--- src/hw/rsc_regs.vh ---
`ifndef RSC_REGS_VH
`define RSC_REGS_VH

// Register byte offsets
`define RSC_OFF_RCTL        8'h00
`define RSC_OFF_PCTL        8'h04
`define RSC_OFF_PLO         8'h08
`define RSC_OFF_PHI         8'h0c
`define RSC_OFF_STAT        8'h10

// Cause flag positions in the reset control register
`define RSC_BIT_TRAP        15
`define RSC_BIT_ILL         14
`define RSC_BIT_EXT         7
`define RSC_BIT_SW          6
`define RSC_BIT_WDT         4

// Field positions
`define RSC_BIT_PROT_EN     0
`define RSC_BIT_ST_RST      0
`define RSC_BIT_ST_LP       1
`define RSC_ST_INIT_LSB     16
`define RSC_PC_W            24

// Reset values
`define RSC_RST_RCTL        16'h0000
`define RSC_RST_PCTL        1'b0
`define RSC_RST_PADDR       24'h000000
`define RSC_RST_INIT        16'h8000

// Decode constants
`define RSC_ILLEGAL_OPCODE  8'h3f
`define RSC_SP_IDX          4'hf
`define RSC_LVL_HARD_MIN    4'hd
`define RSC_LVL_HARD_MAX    4'hf
`define RSC_LVL_ADDR_ERR    4'hd
`define RSC_LVL_OSC_FAIL    4'he

// Bus responses
`define RSC_RESP_OKAY       2'b00
`define RSC_RESP_SLVERR     2'b10

// Timing
`define RSC_CLK_PERIOD_NS   20
`define RSC_MIN_PULSE_NS    200
`define RSC_MIN_PULSE_CYC   ((`RSC_MIN_PULSE_NS + `RSC_CLK_PERIOD_NS - 1) / `RSC_CLK_PERIOD_NS)

`endif

--- src/hw/rsc_reset_source_controller.v ---
// Overview of operation
// - Filtered low on reset pin longer than minimum width causes external reset.
// - External pin reset sets the external reset cause flag.
// - Reset instruction asserts system reset without clock re-initialization.
// - Software reset releases next cycle, then vector fetch begins.
// - Software reset sets cause flag bit 6.
// - Watchdog time-out outside low power resets, clock source untouched.
// - Watchdog time-out in sleep or idle only wakes the processor.
// - Watchdog reset sets cause flag bit 4.
// - Lower hard trap during higher trap service causes trap conflict reset.
// - Address error is level 13, oscillator failure level 14 hard trap.
// - Trap conflict reset sets cause flag bit 15.
// - Illegal opcode, uninitialized pointer or security fault set bit 14.
// - Executing an illegal opcode from program memory resets the device.
// - Upper instruction byte 3Fh decodes as illegal opcode.
// - Uninitialized working register used as pointer resets the device.
// - Resets clear working registers except stack pointer; marked uninitialized.
// - Flow change into restricted protected segment causes security reset.
// - Program flow change is any branch reloading the program counter.
// - Vector flow change is program counter loaded with a vector.
`timescale 1ns/100ps
`include "rsc_regs.vh"

module rsc_reset_source_controller (
  input  wire        sys_clk_in,
  input  wire        rstn_in,
  input  wire [7:0]  s_axi_awaddr_in,
  input  wire        s_axi_awvalid_in,
  output wire        s_axi_awready_out,
  input  wire [31:0] s_axi_wdata_in,
  input  wire [3:0]  s_axi_wstrb_in,
  input  wire        s_axi_wvalid_in,
  output wire        s_axi_wready_out,
  output wire [1:0]  s_axi_bresp_out,
  output wire        s_axi_bvalid_out,
  input  wire        s_axi_bready_in,
  input  wire [7:0]  s_axi_araddr_in,
  input  wire        s_axi_arvalid_in,
  output wire        s_axi_arready_out,
  output wire [31:0] s_axi_rdata_out,
  output wire [1:0]  s_axi_rresp_out,
  output wire        s_axi_rvalid_out,
  input  wire        s_axi_rready_in,
  input  wire        master_clear_pin_in,
  input  wire        reset_instr_in,
  input  wire        watchdog_timeout_in,
  input  wire        low_power_in,
  input  wire        trap_req_in,
  input  wire [3:0]  trap_level_in,
  input  wire        address_error_trap_in,
  input  wire        osc_fail_trap_in,
  input  wire        trap_active_in,
  input  wire [3:0]  trap_active_level_in,
  input  wire        fetch_valid_in,
  input  wire [7:0]  fetch_upper_in,
  input  wire        wreg_write_in,
  input  wire [3:0]  wreg_write_idx_in,
  input  wire        ptr_use_in,
  input  wire [3:0]  ptr_idx_in,
  input  wire        pc_load_in,
  input  wire        pc_load_vector_in,
  input  wire [23:0] pc_target_in,
  output wire        system_reset_signal_out,
  output wire        clock_reinit_out,
  output wire        vector_fetch_out,
  output wire        wreg_clear_out,
  output wire        wake_out
);

  localparam integer MIN_CYC_I = `RSC_MIN_PULSE_CYC;
  localparam [7:0]   MIN_CYC   = MIN_CYC_I[7:0];

  reg  [2:0]  pin_sync_reg;
  reg  [7:0]  low_cnt_reg;
  reg         ext_hold_reg;
  reg         system_reset_signal_reg;
  reg         clock_reinit_reg;
  reg         vector_fetch_reg;
  reg         wreg_clear_reg;
  reg         wake_reg;
  reg  [15:0] wreg_init_reg;
  reg  [15:0] rctl_reg;
  reg         prot_en_reg;
  reg  [23:0] prot_lo_reg;
  reg  [23:0] prot_hi_reg;
  reg         aw_have_reg;
  reg  [7:0]  aw_addr_reg;
  reg         w_have_reg;
  reg  [31:0] w_data_reg;
  reg  [3:0]  w_strb_reg;
  reg         awready_reg;
  reg         wready_reg;
  reg         bvalid_reg;
  reg  [1:0]  bresp_reg;
  reg         arready_reg;
  reg         rvalid_reg;
  reg  [31:0] rdata_reg;
  reg  [1:0]  rresp_reg;

  reg         aw_have_next;
  reg         w_have_next;
  reg         bvalid_next;
  reg  [15:0] rctl_next;
  reg  [3:0]  req_lvl;
  reg         req_hard;
  reg  [31:0] rd_word;
  reg  [1:0]  rd_resp;

  wire        pin_agree;
  wire        pin_level;
  wire        ext_hold;
  wire        ext_start;
  wire        sw_evt;
  wire        wdt_evt;
  wire        wake_evt;
  wire        trap_evt;
  wire        illop_evt;
  wire        uninit_evt;
  wire        prog_flow_chg;
  wire        vec_flow_chg;
  wire        flow_chg;
  wire        sec_evt;
  wire        ill_evt;
  wire        pulse_evt;
  wire        aw_take;
  wire        w_take;
  wire        do_write;
  wire        ar_take;
  wire [31:0] wmask;
  wire        rctl_sel;
  wire        wr_ok;
  wire [15:0] rctl_clr;

  assign s_axi_awready_out       = awready_reg;
  assign s_axi_wready_out        = wready_reg;
  assign s_axi_bvalid_out        = bvalid_reg;
  assign s_axi_bresp_out         = bresp_reg;
  assign s_axi_arready_out       = arready_reg;
  assign s_axi_rvalid_out        = rvalid_reg;
  assign s_axi_rdata_out         = rdata_reg;
  assign s_axi_rresp_out         = rresp_reg;
  assign system_reset_signal_out = system_reset_signal_reg;
  assign clock_reinit_out        = clock_reinit_reg;
  assign vector_fetch_out        = vector_fetch_reg;
  assign wreg_clear_out          = wreg_clear_reg;
  assign wake_out                = wake_reg;

  // Reset pin synchroniser and glitch filter
  always @(posedge sys_clk_in or negedge rstn_in) begin
    if (!rstn_in) begin
      pin_sync_reg <= 3'h7;
    end else begin
      pin_sync_reg <= {pin_sync_reg[1:0], master_clear_pin_in};
    end
  end

  assign pin_agree = pin_sync_reg[1] == pin_sync_reg[2];
  assign pin_level = pin_sync_reg[2];

  always @(posedge sys_clk_in or negedge rstn_in) begin
    if (!rstn_in) begin
      low_cnt_reg  <= 8'h00;
      ext_hold_reg <= 1'b0;
    end else begin
      ext_hold_reg <= ext_hold;
      if (pin_agree && !pin_level) begin
        if (low_cnt_reg < MIN_CYC)
          low_cnt_reg <= low_cnt_reg + 8'h01;
      end else if (pin_agree) begin
        low_cnt_reg <= 8'h00;
      end
    end
  end

  assign ext_hold  = low_cnt_reg == MIN_CYC;
  assign ext_start = ext_hold && !ext_hold_reg;

  // Reset sources
  assign sw_evt   = reset_instr_in;
  assign wdt_evt  = watchdog_timeout_in && !low_power_in;
  assign wake_evt = watchdog_timeout_in && low_power_in;

  // Incoming hard trap level
  always @* begin
    req_lvl  = 4'h0;
    req_hard = 1'b0;
    if (trap_req_in && trap_level_in >= `RSC_LVL_HARD_MIN &&
        trap_level_in <= `RSC_LVL_HARD_MAX) begin
      req_lvl  = trap_level_in;
      req_hard = 1'b1;
    end else if (osc_fail_trap_in) begin
      req_lvl  = `RSC_LVL_OSC_FAIL;
      req_hard = 1'b1;
    end else if (address_error_trap_in) begin
      req_lvl  = `RSC_LVL_ADDR_ERR;
      req_hard = 1'b1;
    end
  end

  assign trap_evt = req_hard && trap_active_in &&
                    (trap_active_level_in > req_lvl);

  assign illop_evt  = fetch_valid_in &&
                      (fetch_upper_in == `RSC_ILLEGAL_OPCODE);
  assign uninit_evt = ptr_use_in && !wreg_init_reg[ptr_idx_in];
  assign prog_flow_chg = pc_load_in && !pc_load_vector_in;
  assign vec_flow_chg  = pc_load_in && pc_load_vector_in;
  assign flow_chg      = prog_flow_chg || vec_flow_chg;
  assign sec_evt    = flow_chg && prot_en_reg &&
                      (pc_target_in >= prot_lo_reg) &&
                      (pc_target_in <= prot_hi_reg);
  assign ill_evt    = illop_evt || uninit_evt || sec_evt;

  assign pulse_evt = sw_evt || wdt_evt || trap_evt || ill_evt || ext_start;

  // System reset and companion strobes
  always @(posedge sys_clk_in or negedge rstn_in) begin
    if (!rstn_in) begin
      system_reset_signal_reg       <= 1'b0;
      clock_reinit_reg <= 1'b0;
      vector_fetch_reg <= 1'b0;
      wreg_clear_reg   <= 1'b0;
      wake_reg         <= 1'b0;
    end else begin
      system_reset_signal_reg       <= pulse_evt || ext_hold;
      clock_reinit_reg <= ext_start;
      vector_fetch_reg <= system_reset_signal_reg && !(pulse_evt || ext_hold);
      wreg_clear_reg   <= pulse_evt;
      wake_reg         <= wake_evt;
    end
  end

  // Working register initialised marks
  always @(posedge sys_clk_in or negedge rstn_in) begin
    if (!rstn_in) begin
      wreg_init_reg <= `RSC_RST_INIT;
    end else if (pulse_evt) begin
      wreg_init_reg <= `RSC_RST_INIT;
    end else if (wreg_write_in) begin
      wreg_init_reg[wreg_write_idx_in] <= 1'b1;
    end
  end

  // Bus write channel
  assign aw_take  = s_axi_awvalid_in && awready_reg;
  assign w_take   = s_axi_wvalid_in && wready_reg;
  assign do_write = aw_have_reg && w_have_reg && !bvalid_reg;
  assign wmask    = {{8{w_strb_reg[3]}}, {8{w_strb_reg[2]}},
                     {8{w_strb_reg[1]}}, {8{w_strb_reg[0]}}};
  assign rctl_sel = do_write && (aw_addr_reg == `RSC_OFF_RCTL);
  assign rctl_clr = rctl_sel ? (w_data_reg[15:0] & wmask[15:0]) : 16'h0000;
  assign wr_ok    = (aw_addr_reg == `RSC_OFF_RCTL) ||
                    (aw_addr_reg == `RSC_OFF_PCTL) ||
                    (aw_addr_reg == `RSC_OFF_PLO)  ||
                    (aw_addr_reg == `RSC_OFF_PHI)  ||
                    (aw_addr_reg == `RSC_OFF_STAT);

  always @* begin
    aw_have_next = aw_have_reg;
    w_have_next  = w_have_reg;
    bvalid_next  = bvalid_reg;
    if (aw_take)
      aw_have_next = 1'b1;
    if (w_take)
      w_have_next = 1'b1;
    if (do_write) begin
      aw_have_next = 1'b0;
      w_have_next  = 1'b0;
      bvalid_next  = 1'b1;
    end else if (bvalid_reg && s_axi_bready_in) begin
      bvalid_next = 1'b0;
    end
  end

  always @(posedge sys_clk_in or negedge rstn_in) begin
    if (!rstn_in) begin
      aw_have_reg <= 1'b0;
      aw_addr_reg <= 8'h00;
      w_have_reg  <= 1'b0;
      w_data_reg  <= 32'h00000000;
      w_strb_reg  <= 4'h0;
      awready_reg <= 1'b0;
      wready_reg  <= 1'b0;
      bvalid_reg  <= 1'b0;
      bresp_reg   <= `RSC_RESP_OKAY;
    end else begin
      aw_have_reg <= aw_have_next;
      w_have_reg  <= w_have_next;
      bvalid_reg  <= bvalid_next;
      awready_reg <= !aw_have_next && !bvalid_next;
      wready_reg  <= !w_have_next && !bvalid_next;
      if (aw_take)
        aw_addr_reg <= {s_axi_awaddr_in[7:2], 2'b00};
      if (w_take) begin
        w_data_reg <= s_axi_wdata_in;
        w_strb_reg <= s_axi_wstrb_in;
      end
      if (do_write)
        bresp_reg <= wr_ok ? `RSC_RESP_OKAY : `RSC_RESP_SLVERR;
    end
  end

  // Cause flags: hardware set wins over software clear
  always @* begin
    rctl_next = rctl_reg & ~rctl_clr;
    if (ext_start)
      rctl_next[`RSC_BIT_EXT] = 1'b1;
    if (sw_evt)
      rctl_next[`RSC_BIT_SW] = 1'b1;
    if (wdt_evt)
      rctl_next[`RSC_BIT_WDT] = 1'b1;
    if (trap_evt)
      rctl_next[`RSC_BIT_TRAP] = 1'b1;
    if (ill_evt)
      rctl_next[`RSC_BIT_ILL] = 1'b1;
  end

  // Software registers, untouched by system reset
  always @(posedge sys_clk_in or negedge rstn_in) begin
    if (!rstn_in) begin
      rctl_reg    <= `RSC_RST_RCTL;
      prot_en_reg <= `RSC_RST_PCTL;
      prot_lo_reg <= `RSC_RST_PADDR;
      prot_hi_reg <= `RSC_RST_PADDR;
    end else begin
      rctl_reg <= rctl_next & 16'hc0d0;
      if (do_write && aw_addr_reg == `RSC_OFF_PCTL && w_strb_reg[0])
        prot_en_reg <= w_data_reg[`RSC_BIT_PROT_EN];
      if (do_write && aw_addr_reg == `RSC_OFF_PLO)
        prot_lo_reg <= (prot_lo_reg & ~wmask[23:0]) |
                       (w_data_reg[23:0] & wmask[23:0]);
      if (do_write && aw_addr_reg == `RSC_OFF_PHI)
        prot_hi_reg <= (prot_hi_reg & ~wmask[23:0]) |
                       (w_data_reg[23:0] & wmask[23:0]);
    end
  end

  // Bus read channel
  assign ar_take = s_axi_arvalid_in && arready_reg;

  always @* begin
    rd_word = 32'h00000000;
    rd_resp = `RSC_RESP_OKAY;
    case ({s_axi_araddr_in[7:2], 2'b00})
      `RSC_OFF_RCTL: rd_word = {16'h0000, rctl_reg};
      `RSC_OFF_PCTL: rd_word = {31'h00000000, prot_en_reg};
      `RSC_OFF_PLO:  rd_word = {8'h00, prot_lo_reg};
      `RSC_OFF_PHI:  rd_word = {8'h00, prot_hi_reg};
      `RSC_OFF_STAT: begin
        rd_word[`RSC_BIT_ST_RST] = system_reset_signal_reg;
        rd_word[`RSC_BIT_ST_LP]  = low_power_in;
        rd_word[31:16]           = wreg_init_reg;
      end
      default:       rd_resp = `RSC_RESP_SLVERR;
    endcase
  end

  always @(posedge sys_clk_in or negedge rstn_in) begin
    if (!rstn_in) begin
      arready_reg <= 1'b0;
      rvalid_reg  <= 1'b0;
      rdata_reg   <= 32'h00000000;
      rresp_reg   <= `RSC_RESP_OKAY;
    end else begin
      if (ar_take) begin
        arready_reg <= 1'b0;
        rvalid_reg  <= 1'b1;
        rdata_reg   <= rd_word;
        rresp_reg   <= rd_resp;
      end else if (rvalid_reg && s_axi_rready_in) begin
        rvalid_reg  <= 1'b0;
        arready_reg <= 1'b1;
      end else if (!rvalid_reg) begin
        arready_reg <= 1'b1;
      end
    end
  end

endmodule

--- config.mk ---
export PLATFORM = sky130hd
export DESIGN_NAME = rsc_reset_source_controller
export DESIGN_NICKNAME = d
export VERILOG_FILES = /design/src/hw/rsc_reset_source_controller.v
export VERILOG_INCLUDE_DIRS = /design/src /design/src/hw
export SDC_FILE = /design/constraint.sdc
export NUM_CORES = 1
export LEC_CHECK = 0
export ABC_CLOCK_PERIOD_IN_PS = 4400
export BUFFER_PORTS_ARGS = -buffer_cell sky130_fd_sc_hd__buf_2
export CAP_MARGIN = 10
export CORE_ASPECT_RATIO = 0.9
export CORE_UTILIZATION = 59
export CTS_CLUSTER_SIZE = 10
export DETAILED_ROUTE_END_ITERATION = 12
export PLACE_DENSITY = 0.83
export SLEW_MARGIN = 20
export SYNTH_ARGS = -nofsm -noshare
export SYNTH_HDL_FRONTEND = slang
export SYNTH_SLANG_ARGS = --single-unit
--- constraint.sdc ---
create_clock -name sys_clk_in -period 4.4 [get_ports sys_clk_in]
set_input_delay 0.66 -clock sys_clk_in [delete_from_list [all_inputs] [get_ports sys_clk_in]]
set_output_delay 0.66 -clock sys_clk_in [all_outputs]
set_load 0.03 [all_outputs]
==> impl_metrics.tcl, run 1 <==
set metrics [dict create \
    vias_per_cell 5.845 \
    rows 39 \
    rsz0062_at_grt "false" \
    dp.cells 1010 \
    period_minus_slack_ns 2.994 \
    seq_area_frac_synth 0.5045 \
    ctsRootBufferMaster "clkbuf_16" \
    ys_ff_latch 161 \
    overflow 0 \
    min_period_over_period 0.6806 \
    clkSinkCount 161 \
    crit_chain "buf_2, and3_1, nand2_1, a21boi_0, ha_1, nor2b_1, o21a_1, o21ai_0, a211oi_1, nor4_1, o211ai_4, a311o_1" \
    die_w_um 124.7 \
    combPwrFrac 0.238 \
    die_area_mm2 0.01402 \
    grt_pass1_wl_mm 31.80 \
    area_delta_synth_final_pct 18.83 \
    finClkSkew_ns 0.008806 \
    antenna_cells 0 \
    hold_buffers 0 \
    startpoint_type "primary input" \
    drc_errors 0 \
    tightest_slew_ns 0.9157 \
    irDropWorstVdd_mv 0.4176 \
    gp_congestion 0.8866 \
    ant_nets 0 \
    fin_cells 1042 \
    outcome "finished clean" \
    setup_viol 0 \
    p_int_uw 3295 \
    crit_path_max_fanout 19 \
    dieHeight_um 112.4 \
    worst_path_max_delay_cell "nor4_1" \
    yosysTopAreaCellShare 0.4914 \
    hpwlAfterDp_mm 13.93 \
    h-tree-depth 4 \
    max-slew-margin-rel 0.3896 \
    power_switching_share 0.3041 \
    switchingPower_uw 1440 \
    leakagePower_uw 0.004601 \
    nets 1040 \
    wl_per_cell_um 18.34 \
    fmax_mhz 334.0 \
    drt-initial-drc-count 389 \
    cts_tree "yes" \
    firstDrtPassIters 5 \
    total_power_uw 4735 \
    synth_edf_count 0 \
    design.portCount 166 \
    hold_class "primary input to flip-flop" \
    crit_arrival_ns 3.34 \
    power_frac_clock 0.317 \
    ys_warn_count 0 \
    cts_resized 0 \
    endpoint_kind "flip-flop" \
    grt_max_degree 120 \
    insertion_delay_ns 0.43 \
    start_util 0.6183 \
    hold_violations 0 \
    seq_power_share 0.446 \
    worstRegToRegCells 9 \
    worstSetupPathType "primary input to flip-flop" \
    worst_ep_required_time_ns 4.75 \
    cts_buffer_depth 2 \
    antenna_found_initial 0 \
    grtUsageTotal 0.2931 \
    cts_made_buffers 17 \
    clk_pin_slew_worst_paths_ns 0.06 \
    drt-total-wl_mm 19.11 \
    min_path_cells 1 \
    tns_ns 0 \
    async_reset_ff_frac 1.000 \
    io_buffers 149 \
    fillers 859 \
    yosysTopAreaCell "dfrtp_1" \
    synth.cell_area_mm2 0.007995 \
    avgSynthCellArea_um2 11.24 \
    layout-drive-gt1-share 0.3280 \
    synthCells 711 \
    crit_path_max_incr_delay_ns 0.47 \
    grt_pass1_vias 6484 \
    synth_most_common_cell "dfrtp_1" \
    ys.flop_type "dfrtp_1" \
    num_vias 6091 \
    finalMaxSlewViolations 0 \
    coreArea_mm2 0.01293 \
    synth.area.top_cells "dfrtp_1 (49%), mux2_2 (11%), ha_1 (8.6%)" \
    power.density_mw_per_mm2 498.4 \
    cts_setup_buffers 0 \
    synthDistinctLibCells 56 \
    synth_common_cells "dfrtp_1 (157), mux2_2 (81), nand2_1 (72), inv_1 (56), ha_1 (55)" \
    maxCapViolCount 0 \
]
## power by group through the flow
stage / registers (µW) / logic, µW / clock network [µW]
final: 2110 / 1120 / 1500
after global placement: 2090 / 1050 / 0
after CTS: 2100 / 1130 / 1520
after global routing: 2150 / 1260 / 1580
after floorplan: 2080 / 755 / 0
after detailed placement: 2130 / 1120 / 0
## cell type report
class / count / area, µm² / share of cell area
Inverter: 56 / 210.2 / 0.02213
Clock buffer: 21 / 470.5 / 0.04952
Multi-Input combinational cell: 476 / 3661 / 0.3854
Sequential cell: 161 / 4034 / 0.4246
Timing Repair Buffer: 153 / 784.5 / 0.08258
Tap cell: 164 / 205.2 / 0.02160
Clock inverter: 11 / 135.1 / 0.01422
## cells by family (layout without fill, tap and decap cells)
group	count (synthesis)	in the layout	share of synthesized area
other	1	2	0.0004690
AND/OR/NAND/NOR	180	180	0.1116
XOR/XNOR	1	1	0.001096
flip-flops	161	161	0.5045
buffers and inverters	75	241	0.03818
adder cells (fa/ha/maj)	55	55	0.08607
multiplexers	110	110	0.1602
AO/OA/AOI/OAI	128	128	0.09781
## metrics by stage
stage	setup WS (ns)	util	hold slack (ns)	cell area, µm²
2_1_floorplan	1.523	-	0.3452	7999
3_3_place_gp	1.134	0.6877	0.3483	8892
3_5_place_dp	1.014	0.6877	0.3484	8892
4_1_cts	1.415	0.7345	0.3277	9498
5_1_grt	1.172	0.7347	0.3258	9500
6_report	1.406	0.7347	0.3424	9500
## placed cells by master (no fill, tap or decap), drive strengths merged, types with 6 or more instances in the layout
cell type | synthesis | routed
nor2b | 11 | 11
nor2 | 39 | 39
dfrtp | 157 | 157
o21ai | 47 | 47
mux2 | 82 | 82
buf | 5 | 152
clkinv | 0 | 6
nand4 | 12 | 12
clkbuf | 14 | 22
mux2i | 23 | 23
a22o | 6 | 6
nor4 | 6 | 6
inv | 56 | 56
ha | 55 | 55
and3 | 8 | 8
nand3 | 11 | 11
a21o | 8 | 8
a21oi | 41 | 41
nand2 | 72 | 72
## worst max-delay path, delay by kind of cell
family / cells / cell delay, ns
compound gates: 6 / 1.43
fa+ha+maj: 1 / 0.27
buf+inv: 1 / 0.09
simple gates: 4 / 0.89
## path summary, 6_finish.rpt
check	startpoint	end	slack [ns]
setup / recovery	trap_req_in	wreg_init_reg[15]$_DFFE_PN1P_	1.41
hold / removal	master_clear_pin_in	pin_sync_reg[0]$_DFF_PN1_	0.34
setup reg to reg	flip-flop	wreg_init_reg[15]$_DFFE_PN1P_	1.62
hold reg to reg	pin_sync_reg[0]$_DFF_PN1_	pin_sync_reg[1]$_DFF_PN1_	0.35
max in group asynchronous	rstn_in	pin_sync_reg[0]$_DFF_PN1_	3.11
min in group asynchronous	rstn_in	async pin	0.39
## layer usage
metal	GRT usage	part of all wire	up-vias
li1	-	-	2835
met1	0.3647	0.42	3024
met2	0.5009	0.50	209
met3	0.07626	0.064	23
met4	0.09558	0.014	0
met5	0	0	-
(Power assumes the default switching activity.)
==> inputs of run 2 (changes only) <==
--- a/config.mk
+++ b/config.mk
@@ -6,14 +6,14 @@
 export SDC_FILE = /design/constraint.sdc
 export NUM_CORES = 1
 export LEC_CHECK = 0
-export ABC_CLOCK_PERIOD_IN_PS = 4400
+export ABC_CLOCK_PERIOD_IN_PS = 2500
 export BUFFER_PORTS_ARGS = -buffer_cell sky130_fd_sc_hd__buf_2
 export CAP_MARGIN = 10
 export CORE_ASPECT_RATIO = 0.9
-export CORE_UTILIZATION = 59
+export CORE_UTILIZATION = 50
 export CTS_CLUSTER_SIZE = 10
 export DETAILED_ROUTE_END_ITERATION = 12
-export PLACE_DENSITY = 0.83
+export PLACE_DENSITY = 0.75
 export SLEW_MARGIN = 20
 export SYNTH_ARGS = -nofsm -noshare
 export SYNTH_HDL_FRONTEND = slang
==> constraint.sdc (replaced) <==
create_clock -name sys_clk_in -period 2.5 [get_ports sys_clk_in]
set_input_delay 0.375 -clock sys_clk_in [delete_from_list [all_inputs] [get_ports sys_clk_in]]
set_output_delay 0.375 -clock sys_clk_in [all_outputs]
set_load 0.03 [all_outputs]
==> impl_metrics.tcl, run 2 (synthesis results as in run 1) <==
set metrics [dict create \
    outcome "finished clean" \
    drc_errors 0 \
    irDropWorstVdd_mv 0.6593 \
    crit_arrival_ns 2.73 \
    fin_util 0.6344 \
    holdWs_ns 0.04919 \
    wl_per_cell_um 16.90 \
    switchingPower_uw 2561 \
    final_cell_mix "dfrtp_1 (157), buf_2 (148), mux2_2 (81)" \
    dieHeight_um 122.0 \
    crit_path_max_fanout 4 \
    firstDrtPassIters 6 \
    power_frac_clock 0.309 \
    design.portCount 166 \
    rsz0062_at_grt "true" \
    hpwlAfterDp_mm 13.91 \
    coreArea_mm2 0.01549 \
    p_int_uw 5772 \
    endpoint_kind "flip-flop" \
    power_switching_share 0.3073 \
    layout_commonest_cell "dfrtp_1" \
    worst_ep_required_time_ns 2.84 \
    die_area_mm2 0.01650 \
    hold_class "primary input to flip-flop" \
    max-slew-margin-rel 0.6390 \
    drt-initial-drc-count 413 \
    combPwrFrac 0.246 \
    antenna_found_initial 2 \
    h-tree-depth 4 \
    io_buffers 149 \
    cts_tree "yes" \
    clkSinkCount 161 \
    finalMaxSlewViolations 0 \
    ctsRootBufferMaster "clkbuf_16" \
    min_period_over_period 0.9566 \
    insertion_delay_ns 0.43 \
    overflow 0 \
    finClkSkew_ns 0.008556 \
    cts_buffer_depth 2 \
    maxCapViolCount 0 \
    power.density_mw_per_mm2 847.8 \
    ant_nets 0 \
    cts_made_buffers 17 \
    grt_max_degree 70 \
    fmax_mhz 418.1 \
    period_minus_slack_ns 2.391 \
    num_vias 6015 \
    vias_per_cell 5.429 \
    startpoint_type "flip-flop" \
    rows 43 \
    layout-drive-gt1-share 0.3551 \
    hold_violations 0 \
    die_w_um 135.3 \
    nets 1067 \
    tightest_slew_ns 0.5365 \
    clk_pin_slew_worst_paths_ns 0.06 \
    leakagePower_uw 0.004737 \
    grtUsageTotal 0.2379 \
    grt_pass1_vias 6005 \
    worstSetupPathType "flip-flop to flip-flop" \
    drt-total-wl_mm 18.73 \
    fillers 1228 \
    area_delta_synth_final_pct 22.94 \
    grt_pass1_wl_mm 29.66 \
    start_util 0.5160 \
    setup_viol 0 \
    gp_congestion 0.8432 \
    seq_power_share 0.445 \
]
## run 2: changes by cell type in the layout (fill, tap and decap cells not counted), sizes merged
cell,change
dlygate4sd3,+1
bufinv,-1
buf,+27
diode,+2
clkinv,-2
inv,+2
clkbuf,-2
clkinvlp,+1
## run 2: metrics by stage
stage | setup TNS (ns) | total power, µW | instances | instance area (µm²) | worst slack, ns
2_1_floorplan | 0 | 4994 | 712 | 8005 | 0.02330
3_3_place_gp | -3.298 | 5646 | 1071 | 9143 | -0.2066
3_5_place_dp | -4.086 | 5734 | 1071 | 9143 | -0.2470
4_1_cts | 0 | 8337 | 1103 | 9753 | 0.001330
5_1_grt | -0.1937 | 8788 | 1108 | 9829 | -0.03748
6_report | 0 | 8333 | 1108 | 9829 | 0.1085
## run 2: area by class of cell
| type | instances | area, µm² | area share |
|---|---|---|---|
| antenna | 2 | 5.005 | 0.0005092 |
| sequential | 161 | 4034 | 0.4104 |
| clock inverter | 11 | 131.4 | 0.01337 |
| clock buffer | 20 | 456.7 | 0.04646 |
| inverter | 56 | 210.2 | 0.02138 |
| multi-input combinational | 476 | 3715 | 0.3779 |
| timing repair buffer | 180 | 1025 | 0.1043 |
| tap | 202 | 252.7 | 0.02571 |
## run 2: path summary, 6_finish.rpt
kind,to,cells past startpoint,startpoint,slack [ns]
min in group asynchronous,wreg_init_reg[14]$_DFFE_PN0P_,2,rstn_in,0.45
worst min register to register,pin_sync_reg[1]$_DFF_PN1_,0,pin_sync_reg[0]$_DFF_PN1_,0.35
worst max register to register,wreg_init_reg[15]$_DFFE_PN1P_,10,flip-flop,0.11
max in group asynchronous,wreg_init_reg[15]$_DFFE_PN1P_,3,rstn_in,1.34
worst min-delay path,pin_sync_reg[0]$_DFF_PN1_,1,master_clear_pin_in,0.05
worst max-delay path,wreg_init_reg[15]$_DFFE_PN1P_,10,flip-flop,0.11
## run 2: worst max-delay path, stage by stage, from the launching register on
cell and delay (ns):
dfrtp_1 0.39, inv_2 0.06, ha_4 0.26, nand4_1 0.19
nor4_4 0.36, o21ai_1 0.13, and4b_1 0.22, a22oi_2 0.14
buf_4 0.15, o211ai_4 0.10, a311o_1 0.31
## run 2: power groups by stage
| stage | sequential, µW | clock, µW | combinational, µW |
|---|---|---|---|
| after floorplan | 3660 | 0 | 1330 |
| final | 3710 | 2570 | 2050 |
| after global placement | 3720 | 0 | 1930 |
| after CTS | 3700 | 2610 | 2030 |
| after global routing | 3790 | 2700 | 2290 |
| after detailed placement | 3740 | 0 | 1990 |
## run 2: per-layer routing
metal / GRT usage / routed length, µm
met1: 0.2994 / 8298
met3: 0.05784 / 1076
met5: 0 / 0
met4: 0.1124 / 509
met2: 0.3869 / 8844
## run 2: what timing repair did
action / 4_1_cts / 5_1_grt
endpoints found under the hold margin: 40 / 0
pin swaps: 1 / 6
buffers inserted: 0 / 3
gates resized for setup: 3 / 12
hold buffers: 1 / 0
cloned: 0 / 0
endpoints found under the setup margin: 19 / 19
==> inputs of run 3 (changes only) <==
--- a/config.mk
+++ b/config.mk
@@ -9,11 +9,13 @@
 export ABC_CLOCK_PERIOD_IN_PS = 2500
 export BUFFER_PORTS_ARGS = -buffer_cell sky130_fd_sc_hd__buf_2
 export CAP_MARGIN = 10
+export CELL_PAD_IN_SITES_DETAIL_PLACEMENT = 2
+export CELL_PAD_IN_SITES_GLOBAL_PLACEMENT = 2
 export CORE_ASPECT_RATIO = 0.9
-export CORE_UTILIZATION = 50
+export CORE_UTILIZATION = 32
 export CTS_CLUSTER_SIZE = 10
 export DETAILED_ROUTE_END_ITERATION = 12
-export PLACE_DENSITY = 0.75
+export PLACE_DENSITY = 0.74
 export SLEW_MARGIN = 20
 export SYNTH_ARGS = -nofsm -noshare
 export SYNTH_HDL_FRONTEND = slang
==> impl_metrics.tcl, run 3 (synthesis results as in run 1) <==
set metrics [dict create \
    dieHeight_um 152.0 \
    io_buffers 149 \
    clk_pin_slew_worst_paths_ns 0.07 \
    firstDrtPassIters 4 \
    seqCellArea_mm2 0.004034 \
    rsz0062_at_grt "true" \
    rows 54 \
    ant_nets 0 \
    cts_buffer_depth 2 \
    drt-initial-drc-count 218 \
    hp-start "master_clear_pin_in" \
    crit_arrival_ns 2.78 \
    holdWs_ns 0.04395 \
    drc_errors 0 \
    grt_max_degree 67 \
    hpwlAfterDp_mm 18.08 \
    h-tree-depth 4 \
    setup_viol 0 \
    finalMaxSlewViolations 0 \
    worst_slack_ns 0.06935 \
    worstRegToRegCells 9 \
    min_path_cells 1 \
    min_period_over_period 0.9723 \
    maxCapViolCount 0 \
    nets 1088 \
    antenna_cells 0 \
    layout-drive-gt1-share 0.3672 \
    hold_class "primary input to flip-flop" \
    num_vias 6229 \
    cts_made_buffers 17 \
    ctsRootBufferMaster "clkbuf_16" \
    final_cell_mix "dfrtp_1 (157), buf_2 (148), mux2_2 (81)" \
    fin_cells 1262 \
    clkSinkCount 161 \
    tightest_slew_ns 0.6754 \
    vias_per_cell 4.936 \
    design.portCount 166 \
    finClkSkew_ns 0.01398 \
    min_delay_worst_endpoint "pin_sync_reg[0]$_DFF_PN1_" \
    wl_per_cell_um 19.05 \
    power.density_mw_per_mm2 856.9 \
    fin_util 0.4167 \
    dp.cells 1228 \
    layout_commonest_cell "dfrtp_1" \
    hold_violations 0 \
    max-slew-margin-rel 0.5488 \
    leakagePower_uw 0.004854 \
    total_power_uw 8709 \
    period_minus_slack_ns 2.431 \
    area_delta_synth_final_pct 27.12 \
    overflow 0 \
    fmax_mhz 411.4 \
    fillers 2603 \
    place_ws_ns -0.3215 \
    worstSetupPathType "flip-flop to flip-flop" \
    grt_pass1_wl_mm 38.81 \
    die_w_um 168.6 \
    crit_path_max_fanout 3 \
    antenna_found_initial 0 \
    worst_ep_required_time_ns 2.85 \
    grtUsageTotal 0.1974 \
    gp_congestion 0.7658 \
    grt_pass1_vias 6985 \
    irDropWorstVdd_mv 0.5149 \
    cts_tree "yes" \
    startpoint_type "flip-flop" \
    drt-total-wl_mm 24.04 \
    start_util 0.3278 \
    multiInputGateArea_mm2 0.003726 \
    endpoint_kind "flip-flop" \
    insertion_delay_ns 0.43 \
    coreArea_mm2 0.02439 \
    outcome "finished clean" \
    r2r-end "wreg_init_reg[15]$_DFFE_PN1P_" \
    die_area_mm2 0.02562 \
    worst-r2r-setup-slack_ns 0.07 \
]
run 3: critical path, cell delays in order, from the launching register on:
cell and delay, ns:
dfrtp_1 0.37, inv_1 0.05, ha_1 0.28, a211oi_1 0.34, a2111oi_1 0.13, buf_4 0.16, o21a_1 0.23, o311ai_4 0.31
o211ai_4 0.14, a311o_1 0.34
run 3: power breakdown:
part / internal, µW / switching, µW / total (µW)
combinational: 1120 / 1160 / 2280
sequential: 3210 / 523 / 3730
clock: 1620 / 1070 / 2700
total: 5950 / 2760 / 8710
run 3: worst max-delay path by stage:
| stage | start | to | depth (start not counted) |
|---|---|---|---|
| final | flip-flop | wreg_init_reg[15]$_DFFE_PN1P_ | 9 |
| after global routing | flip-flop | wreg_init_reg[15]$_DFFE_PN1P_ | 9 |
| after CTS | flip-flop | wreg_init_reg[15]$_DFFE_PN1P_ | 8 |
| after detailed placement | trap_req_in | wreg_init_reg[5]$_DFFE_PN0P_ | 13 |
| after global placement | trap_req_in | wreg_init_reg[6]$_DFFE_PN0P_ | 13 |
| after floorplan | trap_req_in | wreg_init_reg[15]$_DFFE_PN1P_ | 11 |
run 3: cell type report:
cell class | instances | area share
Clock buffer | 22 | 0.04567
Clock inverter | 10 | 0.01330
Inverter | 56 | 0.02068
Multi-Input combinational cell | 476 | 0.3666
Sequential cell | 161 | 0.3969
Tap cell | 336 | 0.04136
Timing Repair Buffer | 201 | 0.1155
run 3: per-stage QoR:
step | area, µm² | TNS, ns
floorplan | 8005 | 0
global placement | 9485 | -3.921
detailed placement | 9485 | -5.406
CTS | 10110 | 0
global route | 10160 | -0.4598
finish | 10160 | 0
run 3: per-layer routing:
metal	up-vias	track usage	part of all wire
li1	2920	-	-
met1	3171	0.2568	0.46
met2	121	0.3367	0.49
met3	17	0.03959	0.033
met4	0	0.04545	0.012
met5	-	0	0
run 3: timing repair:
action                     4_1_cts  5_1_grt
hold buffers                     1        0
hold endpoints to repair        40        0
setup buffers                    0        1
resized for setup                3       11
setup endpoints to repair       20       19
pin swaps                        3        2
